**config.mk**
```make
export PLATFORM = sky130hd
export DESIGN_NAME = rxtc_regs
export DESIGN_NICKNAME = d
export VERILOG_FILES = /design/src/rxtc_pkg.sv /design/src/rxtc_regs.sv
export SDC_FILE = /design/constraint.sdc
export NUM_CORES = 1
export LEC_CHECK = 0
export ABC_AREA = 1
export ABC_CLOCK_PERIOD_IN_PS = 3150
export BUFFER_PORTS_ARGS = -buffer_cell sky130_fd_sc_hd__buf_2
export CAP_MARGIN = 30
export CORE_MARGIN = 4
export CORE_UTILIZATION = 53
export DETAILED_ROUTE_END_ITERATION = 12
export PLACE_DENSITY = 0.91
export SETUP_SLACK_MARGIN = 0.2
export SLEW_MARGIN = 0
export SYNTH_ARGS = -nofsm -noshare
export SYNTH_HDL_FRONTEND = slang
export SYNTH_SLANG_ARGS = --single-unit
export TNS_END_PERCENT = 100
```
**constraint.sdc**
```tcl
create_clock -name aclk -period 3.15 [get_ports aclk]
set_input_delay 0.63 -clock aclk [delete_from_list [all_inputs] [get_ports aclk]]
set_output_delay 0.63 -clock aclk [all_outputs]
set_load 0.01 [all_outputs]
```
**src/rxtc_pkg.sv**
```systemverilog
// ============================================================
// shared constants and types for the receiver trim bank
// ============================================================
package rxtc_pkg;

  // ==========================================================
  // bus geometry
  // ==========================================================
  localparam int ADDR_W = 12;                 // byte address width
  localparam int IDX_LSB = 2;                 // index = byte address / 4
  localparam logic [1:0] RESP_OKAY = 2'h0;    // normal answer
  localparam logic [1:0] RESP_SLVERR = 2'h2;  // unmapped index

  // ==========================================================
  // register indices (byte address is four times the index)
  // ==========================================================
  localparam logic [6:0] IDX_SERIAL0 = 7'h0E;
  localparam logic [6:0] IDX_SERIAL1 = 7'h0F;
  localparam logic [6:0] IDX_SERIAL2 = 7'h10;
  localparam logic [6:0] IDX_SERIAL3 = 7'h11;
  localparam logic [6:0] IDX_RADIO = 7'h12;
  localparam logic [6:0] IDX_DIV_LOW = 7'h13;
  localparam logic [6:0] IDX_DIV_MID = 7'h14;
  localparam logic [6:0] IDX_DIV_HIGH = 7'h15;
  localparam logic [6:0] IDX_OSC = 7'h16;
  localparam logic [6:0] IDX_GAIN = 7'h1B;
  localparam logic [6:0] IDX_OFFSET = 7'h1C;
  localparam logic [6:0] IDX_ONA_LOW = 7'h1F;
  localparam logic [6:0] IDX_ONA_HIGH = 7'h20;
  localparam logic [6:0] IDX_ONB_LOW = 7'h40;
  localparam logic [6:0] IDX_ONB_HIGH = 7'h41;
  localparam logic [6:0] IDX_STATUS = 7'h50;

  // ==========================================================
  // reset values
  // ==========================================================
  localparam logic [7:0] RST_RADIO = 8'h00;
  localparam logic [7:0] RST_DIV_LOW = 8'h07;
  localparam logic [7:0] RST_DIV_MID = 8'h00;
  localparam logic [7:0] RST_DIV_HIGH = 8'h00;
  localparam logic [7:0] RST_OSC = 8'h00;
  localparam logic [7:0] RST_GAIN = 8'h0C;
  localparam logic [7:0] RST_OFFSET = 8'h15;
  localparam logic [7:0] RST_ON_LOW = 8'h01;
  localparam logic [7:0] RST_ON_HIGH = 8'h00;

  // ==========================================================
  // field positions
  // ==========================================================
  localparam int RADIO_OFF_BIT = 4;   // radio path disable
  localparam int INJ_SIDE_BIT = 4;    // injection side select
  localparam int BUF_EN_BIT = 4;      // rssi pin buffer enable
  localparam int SIG_SEL_LSB = 5;     // rssi pin signal select, 2 bits
  localparam int DIV_W = 20;          // clock out divider width
  localparam int ON_W = 14;           // on-time set value width
  localparam int ON_HIGH_W = 6;       // on-time upper byte width

  // ==========================================================
  // decoded register identity
  // ==========================================================
  typedef enum logic [4:0] {
    REG_NONE, REG_SERIAL0, REG_SERIAL1, REG_SERIAL2, REG_SERIAL3,
    REG_RADIO, REG_DIV_LOW, REG_DIV_MID, REG_DIV_HIGH, REG_OSC,
    REG_GAIN, REG_OFFSET, REG_ONA_LOW, REG_ONA_HIGH, REG_ONB_LOW,
    REG_ONB_HIGH, REG_STATUS
  } rxtc_reg_type;

  // analogue trim settings, travelling together
  typedef struct packed {
    logic radio_path_disable;
    logic [3:0] if_attenuation;
    logic injection_side_select;
    logic [4:0] rssi_slope_trim;
    logic [1:0] rssi_pin_signal_select;
    logic rssi_pin_buffer_enable;
    logic [3:0] rssi_offset_trim;
  } rxtc_trim_type;

  // one polling configuration: raw set value and period count
  typedef struct packed {
    logic [ON_W-1:0] set_value;
    logic [ON_W:0] periods;
  } rxtc_on_time_type;

  // index to register identity, shared by read and write paths
  function automatic rxtc_reg_type rxtc_decode(input logic [6:0] idx);
    case (idx)
      IDX_SERIAL0: rxtc_decode = REG_SERIAL0;
      IDX_SERIAL1: rxtc_decode = REG_SERIAL1;
      IDX_SERIAL2: rxtc_decode = REG_SERIAL2;
      IDX_SERIAL3: rxtc_decode = REG_SERIAL3;
      IDX_RADIO: rxtc_decode = REG_RADIO;
      IDX_DIV_LOW: rxtc_decode = REG_DIV_LOW;
      IDX_DIV_MID: rxtc_decode = REG_DIV_MID;
      IDX_DIV_HIGH: rxtc_decode = REG_DIV_HIGH;
      IDX_OSC: rxtc_decode = REG_OSC;
      IDX_GAIN: rxtc_decode = REG_GAIN;
      IDX_OFFSET: rxtc_decode = REG_OFFSET;
      IDX_ONA_LOW: rxtc_decode = REG_ONA_LOW;
      IDX_ONA_HIGH: rxtc_decode = REG_ONA_HIGH;
      IDX_ONB_LOW: rxtc_decode = REG_ONB_LOW;
      IDX_ONB_HIGH: rxtc_decode = REG_ONB_HIGH;
      IDX_STATUS: rxtc_decode = REG_STATUS;
      default: rxtc_decode = REG_NONE;
    endcase
  endfunction : rxtc_decode

endpackage : rxtc_pkg

```
**src/rxtc_regs.sv**
```systemverilog
// Decided for this implementation: register access over AXI4-Lite.
`timescale 1ns/1ps
`default_nettype none
// ============================================================
// Operation
// serial bytes 15..8 up to 31..24 readable
// serial byte 7..0 readable below
// radio path disable bit switches path off
// four-bit if attenuation, sixteen steps
// twenty-bit divider split over three registers
// output period is twice divider clocks
// divider zero means two to twentieth
// divider low resets 07, others zero
// injection side bit; other bits written zero
// five-bit slope trim, reset 0C
// two-bit rssi pin signal select
// bit four switches rssi pin buffer
// four-bit offset trim, register reset 15
// on-time periods: value, zero means 16384
// two on-time low bytes, reset 01
// on-time bits 13..8 separate per configuration
// upper six bits in following register
// serial writes ignored, reads harmless
// multi-byte values used only when complete
// ============================================================
module rxtc_regs
  import rxtc_pkg::*;
(
  input wire logic aclk,
  input wire logic aresetn,
  input wire logic ce,                        // low freezes all state
  input wire logic [31:0] factory_serial,     // fused serial number
  // axi4-lite write address
  input wire logic awvalid,
  output logic awready,
  input wire logic [ADDR_W-1:0] awaddr,
  input wire logic [2:0] awprot,
  // axi4-lite write data
  input wire logic wvalid,
  output logic wready,
  input wire logic [31:0] wdata,
  input wire logic [3:0] wstrb,
  // axi4-lite write response
  output logic bvalid,
  input wire logic bready,
  output logic [1:0] bresp,
  // axi4-lite read address
  input wire logic arvalid,
  output logic arready,
  input wire logic [ADDR_W-1:0] araddr,
  input wire logic [2:0] arprot,
  // axi4-lite read data
  output logic rvalid,
  input wire logic rready,
  output logic [31:0] rdata,
  output logic [1:0] rresp,
  // block outputs
  output rxtc_trim_type trim,                 // analogue trim settings
  output logic [DIV_W-1:0] clock_divider,     // committed divider value
  output logic clock_out,                     // divided clock
  output rxtc_on_time_type on_time_a,         // configuration a on-time
  output rxtc_on_time_type on_time_b          // configuration b on-time
);

  // ==========================================================
  // write channel holding
  // ==========================================================
  logic aw_full;                  // address taken, waiting for data
  logic w_full;                   // data taken, waiting for address
  logic [ADDR_W-1:0] aw_addr_q;   // held write address
  logic [7:0] w_byte_q;           // held write byte, lane 0
  logic w_lane_q;                 // lane 0 strobe was set
  logic do_write;                 // both halves present, response free
  logic aw_take;
  logic w_take;
  logic ar_take;
  logic next_aw_full;
  logic next_w_full;
  logic next_bvalid;
  logic next_rvalid;
  rxtc_reg_type wr_reg;           // decoded write target
  rxtc_reg_type rd_reg;           // decoded read target

  // staged lower bytes, used only once the top byte lands
  logic [7:0] div_low;
  logic [7:0] div_mid;
  logic [7:0] ona_low;
  logic [7:0] onb_low;
  logic div_pending;              // lower divider bytes written, not committed
  logic ona_pending;
  logic onb_pending;

  // divider counter
  logic [DIV_W-1:0] div_count;
  logic [DIV_W-1:0] div_limit;

  assign aw_take = awvalid & awready;
  assign w_take = wvalid & wready;
  assign ar_take = arvalid & arready;
  // response channel must be free, so one write at a time
  assign do_write = aw_full & w_full & ~bvalid;
  assign next_aw_full = (aw_full | aw_take) & ~do_write;
  assign next_w_full = (w_full | w_take) & ~do_write;
  assign next_bvalid = do_write | (bvalid & ~bready);
  assign next_rvalid = ar_take | (rvalid & ~rready);
  assign wr_reg = rxtc_decode(aw_addr_q[IDX_LSB +: 7]);
  assign rd_reg = rxtc_decode(araddr[IDX_LSB +: 7]);

  // periods for an on-time set value: zero stands for 16384
  function automatic logic [ON_W:0] on_periods(input logic [ON_W-1:0] v);
    on_periods = (v == '0) ? {1'b1, {ON_W{1'b0}}} : {1'b0, v};
  endfunction : on_periods

  // ==========================================================
  // write address and data capture
  // ==========================================================
  // each half is taken on its own; order between them is free
  always_ff @(posedge aclk) begin
    if (!aresetn) begin
      aw_full <= 1'b0;
      w_full <= 1'b0;
      awready <= 1'b0;
      wready <= 1'b0;
      aw_addr_q <= '0;
      w_byte_q <= 8'h00;
      w_lane_q <= 1'b0;
    end else if (ce) begin
      aw_full <= next_aw_full;
      w_full <= next_w_full;
      awready <= ~next_aw_full;
      wready <= ~next_w_full;
      if (aw_take) begin
        aw_addr_q <= awaddr;
      end
      if (w_take) begin
        w_byte_q <= wdata[7:0];
        w_lane_q <= wstrb[0];
      end
    end
  end

  // ==========================================================
  // write response
  // ==========================================================
  // unmapped index answers slverr; read-only targets answer okay
  always_ff @(posedge aclk) begin
    if (!aresetn) begin
      bvalid <= 1'b0;
      bresp <= RESP_OKAY;
    end else if (ce) begin
      bvalid <= next_bvalid;
      if (do_write) begin
        bresp <= (wr_reg == REG_NONE) ? RESP_SLVERR : RESP_OKAY;
      end
    end
  end

  // ==========================================================
  // trim registers
  // ==========================================================
  // a write without lane 0 strobe changes nothing
  always_ff @(posedge aclk) begin
    if (!aresetn) begin
      trim.radio_path_disable <= RST_RADIO[RADIO_OFF_BIT];
      trim.if_attenuation <= RST_RADIO[3:0];
      trim.injection_side_select <= RST_OSC[INJ_SIDE_BIT];
      trim.rssi_slope_trim <= RST_GAIN[4:0];
      trim.rssi_pin_signal_select <= RST_OFFSET[SIG_SEL_LSB +: 2];
      trim.rssi_pin_buffer_enable <= RST_OFFSET[BUF_EN_BIT];
      trim.rssi_offset_trim <= RST_OFFSET[3:0];
    end else if (ce && do_write && w_lane_q) begin
      case (wr_reg)
        REG_RADIO: begin
          trim.radio_path_disable <= w_byte_q[RADIO_OFF_BIT];
          trim.if_attenuation <= w_byte_q[3:0];
        end
        REG_OSC: begin
          // other bits must be written zero and are not stored
          trim.injection_side_select <= w_byte_q[INJ_SIDE_BIT];
        end
        REG_GAIN: begin
          trim.rssi_slope_trim <= w_byte_q[4:0];
        end
        REG_OFFSET: begin
          trim.rssi_pin_signal_select <= w_byte_q[SIG_SEL_LSB +: 2];
          trim.rssi_pin_buffer_enable <= w_byte_q[BUF_EN_BIT];
          trim.rssi_offset_trim <= w_byte_q[3:0];
        end
        default: begin
          // serial bytes and others: nothing stored here
        end
      endcase
    end
  end

  // ==========================================================
  // clock divider staging and commit
  // ==========================================================
  // the counter only sees a full value, never a half-written one
  always_ff @(posedge aclk) begin
    if (!aresetn) begin
      div_low <= RST_DIV_LOW;
      div_mid <= RST_DIV_MID;
      div_pending <= 1'b0;
      clock_divider <= {RST_DIV_HIGH[3:0], RST_DIV_MID, RST_DIV_LOW};
    end else if (ce && do_write && w_lane_q) begin
      case (wr_reg)
        REG_DIV_LOW: begin
          div_low <= w_byte_q;
          div_pending <= 1'b1;
        end
        REG_DIV_MID: begin
          div_mid <= w_byte_q;
          div_pending <= 1'b1;
        end
        REG_DIV_HIGH: begin
          clock_divider <= {w_byte_q[3:0], div_mid, div_low};
          div_pending <= 1'b0;
        end
        default: begin
          // not a divider register
        end
      endcase
    end
  end

  // ==========================================================
  // clock output generation
  // ==========================================================
  // toggles every divider cycles, so period is twice the value;
  // minus one wraps zero to all ones, which is 2^20 cycles
  assign div_limit = clock_divider - {{(DIV_W-1){1'b0}}, 1'b1};

  always_ff @(posedge aclk) begin
    if (!aresetn) begin
      div_count <= '0;
      clock_out <= 1'b0;
    end else if (ce) begin
      if (do_write && w_lane_q && wr_reg == REG_DIV_HIGH) begin
        // restart so the new ratio begins cleanly
        div_count <= '0;
      end else if (div_count >= div_limit) begin
        div_count <= '0;
        clock_out <= ~clock_out;
      end else begin
        div_count <= div_count + {{(DIV_W-1){1'b0}}, 1'b1};
      end
    end
  end

  // ==========================================================
  // polling on-time, configurations a and b
  // ==========================================================
  // low byte staged, whole value committed by the upper register
  always_ff @(posedge aclk) begin
    if (!aresetn) begin
      ona_low <= RST_ON_LOW;
      onb_low <= RST_ON_LOW;
      ona_pending <= 1'b0;
      onb_pending <= 1'b0;
      on_time_a.set_value <= {RST_ON_HIGH[ON_HIGH_W-1:0], RST_ON_LOW};
      on_time_a.periods <= on_periods({RST_ON_HIGH[ON_HIGH_W-1:0], RST_ON_LOW});
      on_time_b.set_value <= {RST_ON_HIGH[ON_HIGH_W-1:0], RST_ON_LOW};
      on_time_b.periods <= on_periods({RST_ON_HIGH[ON_HIGH_W-1:0], RST_ON_LOW});
    end else if (ce && do_write && w_lane_q) begin
      case (wr_reg)
        REG_ONA_LOW: begin
          ona_low <= w_byte_q;
          ona_pending <= 1'b1;
        end
        REG_ONB_LOW: begin
          onb_low <= w_byte_q;
          onb_pending <= 1'b1;
        end
        REG_ONA_HIGH: begin
          on_time_a.set_value <= {w_byte_q[ON_HIGH_W-1:0], ona_low};
          on_time_a.periods <= on_periods({w_byte_q[ON_HIGH_W-1:0], ona_low});
          ona_pending <= 1'b0;
        end
        REG_ONB_HIGH: begin
          on_time_b.set_value <= {w_byte_q[ON_HIGH_W-1:0], onb_low};
          on_time_b.periods <= on_periods({w_byte_q[ON_HIGH_W-1:0], onb_low});
          onb_pending <= 1'b0;
        end
        default: begin
          // not an on-time register
        end
      endcase
    end
  end

  // ==========================================================
  // read channel
  // ==========================================================
  // data is fixed at the take; write-only targets read zero and
  // are left untouched, since a read has no side effect here
  always_ff @(posedge aclk) begin
    if (!aresetn) begin
      arready <= 1'b0;
      rvalid <= 1'b0;
      rdata <= 32'h0000_0000;
      rresp <= RESP_OKAY;
    end else if (ce) begin
      arready <= ~next_rvalid;
      rvalid <= next_rvalid;
      if (ar_take) begin
        rresp <= (rd_reg == REG_NONE) ? RESP_SLVERR : RESP_OKAY;
        case (rd_reg)
          REG_SERIAL0: rdata <= {24'h000000, factory_serial[7:0]};
          REG_SERIAL1: rdata <= {24'h000000, factory_serial[15:8]};
          REG_SERIAL2: rdata <= {24'h000000, factory_serial[23:16]};
          REG_SERIAL3: rdata <= {24'h000000, factory_serial[31:24]};
          REG_STATUS: rdata <= {28'h0000000, onb_pending, ona_pending,
                                div_pending, clock_out};
          default: rdata <= 32'h0000_0000;
        endcase
      end
    end
  end

endmodule : rxtc_regs
`default_nettype wire

```
---- Yosys cells after proc, flatten, opt, wreduce, memory -nomap -nowiden ----
Index checks and enable logic that the tools add are counted.
Widths: inputs -> output; s select.
operators by class
  add/subtract/negate cells ............... 2
  multipliers ............................. 0
  div/mod/pow operators ................... 0
  order comparisons ....................... 1
  equality and inequality tests ........... 48
  shift operators ......................... 0
  mux-type cells .......................... 12
  bitwise operators ....................... 22
  reduce and logical (&&, ||, !) cells .... 31
operators by type and width
  kind                   count
  $pmux 5 s16            2
  $eq 7x5->1 const B     20
  $eq 7x7->1 const B     6
  $eq 5x4->1 const B     8
  $mux 20                2
  $pmux 8 s5             1
  $reduce_and 2->1       18
  $mux 15                2
  $eq 7x4->1 const B     4
  $logic_not 14->1       2
  $add 20x1->20 const B  1
  $eq 5x3->1 const B     4
  $ge 20x20->1           1
  $sub 20x1->20 const B  1
  $eq 7x6->1 const B     2
  $eq 5x2->1 const B     2
  $logic_not 5->1        2
  $and 1x1->1            9
  $not 1->1              9
  $pmux 1 s2             3
  $reduce_bool 2->1      3
  $eq 5x1->1 const B     1
  $eq 5x5->1 const B     1
  $logic_and 1x1->1      4
  other kinds (4)        8
storage, ports and cells
  register bits ........................... 213
  bits in latches ......................... 0
  RAM bits ................................ 0
  ROM bits ................................ 0
  input bits .............................. 106
  output and inout port bits .............. 138
  logic and storage cells ................. 150
  memories ................................ 0

---- Longest topological paths before layout ----
  depth in word-level cells ............... 6
  mapped depth ............................ 22
  gate-level depth less buffers ........... 21

---- Worst setup path before layout ----
No wires, ideal clock.
  kind .................................... flip-flop to flip-flop
  start point ............................. reg clock_divider[0]
  end point ............................... reg div_count[12]
  setup time .............................. 70 ps
  arrival ................................. 2595 ps
  slack ................................... 484 ps
  cell stages (with the launch flop) ...... 20
  path buffers ............................ 0
  clock period less this slack ............ 2666 ps
  path through ............................ dfxtp_1 inv_1 ha_1 inv_1 nor2_1 nand2_1 nor3_1 nand2_1 xor2_1 inv_1 ha_1 nand2_1 nor2_1 nand2_1 nor2_1 nand2_1 nand3_1 nor2_1 nand3_1 a21oi_1
on the way
  longest elaborated chain between the ends .. 4
RTL lines
  item                      RTL line          source
  start: declaration        rxtc_regs.sv:59   output logic [DIV_W-1:0] clock_divider,
  start signal: assignment  rxtc_regs.sv:205  clock_divider <= {RST_DIV_HIGH[3:0], RST_DIV_MID, RST_DIV_LOW};
  start signal: assignment  rxtc_regs.sv:217  clock_divider <= {w_byte_q[3:0], div_mid, div_low};
  $sub 20x1->20             rxtc_regs.sv:232  assign div_limit = clock_divider - {{(DIV_W-1){1'b0}}, 1'b1};
  $ge 20x20->1              rxtc_regs.sv:242  end else if (div_count >= div_limit) begin
  $mux 20                   rxtc_regs.sv:242
  $mux 20                   rxtc_regs.sv:239  if (do_write && w_lane_q && wr_reg == REG_DIV_HIGH) begin
  end signal: assignment    rxtc_regs.sv:246  div_count <= div_count + {{(DIV_W-1){1'b0}}, 1'b1};
  end: declaration          rxtc_regs.sv:94   logic [DIV_W-1:0] div_count;
Every way passes these cells.
A chain may end at the register's enable or synchronous reset.

---- Final worst setup path ----
  start point ............................. reg clock_divider[7]
  end point ............................... reg div_count[12]
Same word-level chain as after synthesis.

==> results.md <==
* Worst Skew at 0.0149 ns
* Leakage at 0.00460 uW
* Maxcap violations at 0
* Reg clk slew, reported paths at 0.07 ns
* Initial core utilization at 54.4%
* Setup tns final at 0 ns
* Tmin final at 2.78 ns
* Final Hold Violating Endpoints at 0
* R2R Path End: div_count[12]
* Netlist Area Pre-Place at 8710 um2
* Row count at 46
* Period utilization at 88.2%
* Worst EP required at 3.52 ns
* Multi-input gate area at 4290 um2
* Reg2reg path depth at 18
* Longest Clk Path Bufs at 2
* Post-CTS Setup Bufs at 0
* Nets at 1508
* Most used DFF post-synth: dfxtp_1
* First-pass GRT wire length at 39300 um
* Share of layout cells above drive strength 1 at 18.8%
* Max Freq at 360 MHz
* Hold endpoint: trim[16]
* DRC at 0
* Die area at 18500 um2
* Number of global-route vias before repair at 8189
* Syn Area/Cell at 7.18 um2
* Drt pass-1 iters at 6
* Die Height at 136 um
* Synth async-reset ratio at 0%
* Yosys warnings at 0
* Dpl ws at 0.286 ns
* Clock Latency Late Sink at 0.45 ns
* Number of CTS-inserted buffers at 17
* Drt total wl at 24400 um
* Netlist cell types at 37
* Placed wire-length estimate at 17700 um
* Endpoint type of the worst setup path: register
* Crit-path max FO at 10
* Post-synth EDFFs at 0
* Gr usage total at 26.2%
* # fillers at 1330
* WL per Instance at 15.2 um
* Core area at 16000 um2
* Final setup margin at 0.371 ns
* Hold Path Stages at 2
* Largest net degree at the start of global routing at 71
* RSZ-0062 raised after global routing: true
* Hold Crit Class: register to register
* Root Driver: clkbuf_16
* CTS tree: yes
* Global placer's final weighted congestion at 0.944
* Slew Limit Headroom at 44.9%
* Inst Count DP at 1577
* Post-Syn Instances at 1213
* Status: finished clean
* Initial drt markers at 855
* Highest ir drop seen on vdd at 0.439 mV
* Gr ovfl total at 0
* Worst R2R Setup Slack at 0.37 ns
* Antenna Cells at 0
* Worst flop-to-flop path startpoint: clock_divider[7]
* Arrival @ worst endpoint at 3.15 ns
* Final setup vio count at 0
* Initial antenna violation count at 1
* #FFs+latches synth at 185
* Critical Setup Path Class: register to register
* Finished Layout Cells at 1609
* Via density at 5.40
* Final slew viol count at 0
* I/O Pins at 244
* Antenna Nets Post-Route at 0
* Worst Tran Pin Value at 0.825 ns
* Storage cell area at 3700 um2
* Sink Count at 185
* Via count at 8695
* CTS H-tree depth at 4
* IO buf count at 174
* Area growth syn-to-layout at 18.9%
* Die Span X at 136 um
* Register area share after synthesis at 42.5%
* Startpoint Class: register
* Worst hold start: trim[16]
* Pwr Density at 464 nW/um2
-- layer usage --
metal	global-route usage (%)	wire length, um	up-vias
met5	0	12	-
met2	42.8	11700	382
met1	33.3	10100	3999
met3	7.59	2120	54
li1	-	-	4258
met4	9.07	566	2
-- report_power, final --
part / internal [uW] / switching (uW)
registers: 2360 / 23.8
clock network: 1160 / 1030
logic: 70.6 / 157
total: 3590 / 1210
-- layout make-up --
class / instances / area share (%)
sequential: 185 / 35.8
tap: 216 / 2.61
inverter: 119 / 4.33
multi-input combinational: 866 / 41.5
clock inverter: 13 / 1.72
timing repair buffer: 191 / 9.81
clock buffer: 19 / 4.28
-- state kept, by name (all words and copies together) (netlist names), 7 cells and up --
name	flops
on_time_a	29
on_time_b	29
clock_divider	20
div_count	20
trim	18
div_low	8
div_mid	8
ona_low	8
onb_low	8
rdata	8
w_byte_q	8
aw_addr_q	7
-- repair_timing --
| item | CTS | global route |
|---|---|---|
| hold buffers | 0 | 0 |
| resized for setup | 0 | 16 |
| setup endpoints to repair | 0 | 21 |
-- cell usage in the layout, fill, tap and decap left out, types with 3 or more instances in the layout --
| master | n |
|---|---|
| o21ai_0 | 62 |
| dfxtp_1 | 185 |
| xor2_1 | 21 |
| nor2_1 | 121 |
| a21oi_1 | 144 |
| nand3_1 | 63 |
| nor2_4 | 4 |
| nand2_1 | 295 |
| a211oi_1 | 14 |
| clkinv_8 | 5 |
| nand4_1 | 22 |
| conb_1 | 26 |
| nor2_2 | 13 |
| o211ai_1 | 15 |
| a31oi_1 | 3 |
| nand3_2 | 5 |
| nor4_1 | 4 |
| nor3_1 | 9 |
| inv_2 | 8 |
| buf_2 | 174 |
| inv_6 | 3 |
| ha_1 | 22 |
| clkbuf_16 | 17 |
| nand3b_1 | 4 |
| buf_4 | 15 |
| nor3_2 | 5 |
| inv_1 | 109 |
-- synth_stat cells, types with 21 or more instances --
| cell type | instances | area, um2 |
|---|---|---|
| nand2_1 | 295 | 1110 |
| dfxtp_1 | 185 | 3700 |
| a21oi_1 | 145 | 726 |
| nor2_1 | 128 | 480 |
| inv_1 | 111 | 417 |
| nand3_1 | 65 | 325 |
| o21ai_0 | 62 | 310 |
| buf_4 | 31 | 233 |
| clkbuf_1 | 28 | 105 |
| ha_1 | 22 | 275 |
| nand4_1 | 22 | 138 |
| xor2_1 | 21 | 184 |
-- logic make-up (layout without fill, tap and decap cells) --
family                     Yosys count  after routing  share of synthesized area [%]
adders and majority gates           22             22                           3.16
buffers and inverters              187            342                           9.80
xor gates and xnor gates            22             22                           2.21
other                                1             26                         0.0431
and+or+nand+nor                    551            551                           27.0
DFF                                185            185                           42.5
AOI/OAI and AO/OA                  245            245                           15.2
-- worst max path at each step --
stage / from / endpoint / slack [ns]
detailed placement: clock_divider[4] / clock_out / 0.29
global placement: clock_divider[4] / clock_out / 0.38
floorplan: clock_divider[0] / div_count[12] / 0.48
global route: clock_divider[7] / div_count[15] / 0.17
finish: clock_divider[7] / div_count[12] / 0.37
CTS: clock_divider[4] / div_count[15] / 0.26
-- critical path: stages, from the launching register on --
cell and delay, ns:
dfxtp_1 0.34, nor2_2 0.16, nand4_1 0.17, nor2_4 0.15
nand3_1 0.12, inv_1 0.10, nand4_1 0.10, xor2_1 0.20
ha_1 0.28, nand2_1 0.11, inv_1 0.05, nand2_1 0.06
nand2_1 0.05, a21oi_1 0.17, nand3_1 0.11, nor2_1 0.13
buf_6 0.16, nand3_1 0.09, a21oi_2 0.15
-- metrics by stage --
step / hold slack, ns / total power, uW / util (%) / cell area (um2)
global placement: 0.433 / 2650 / 60.5 / 9680
finish: 0.446 / 4800 / 64.7 / 10300
detailed placement: 0.439 / 2660 / 60.5 / 9680
global route: 0.466 / 4950 / 64.7 / 10300
CTS: 0.448 / 4810 / 64.3 / 10300
floorplan: 0.435 / 2590 / - / 8800
Note: power is estimated with default switching activity, not from simulation.
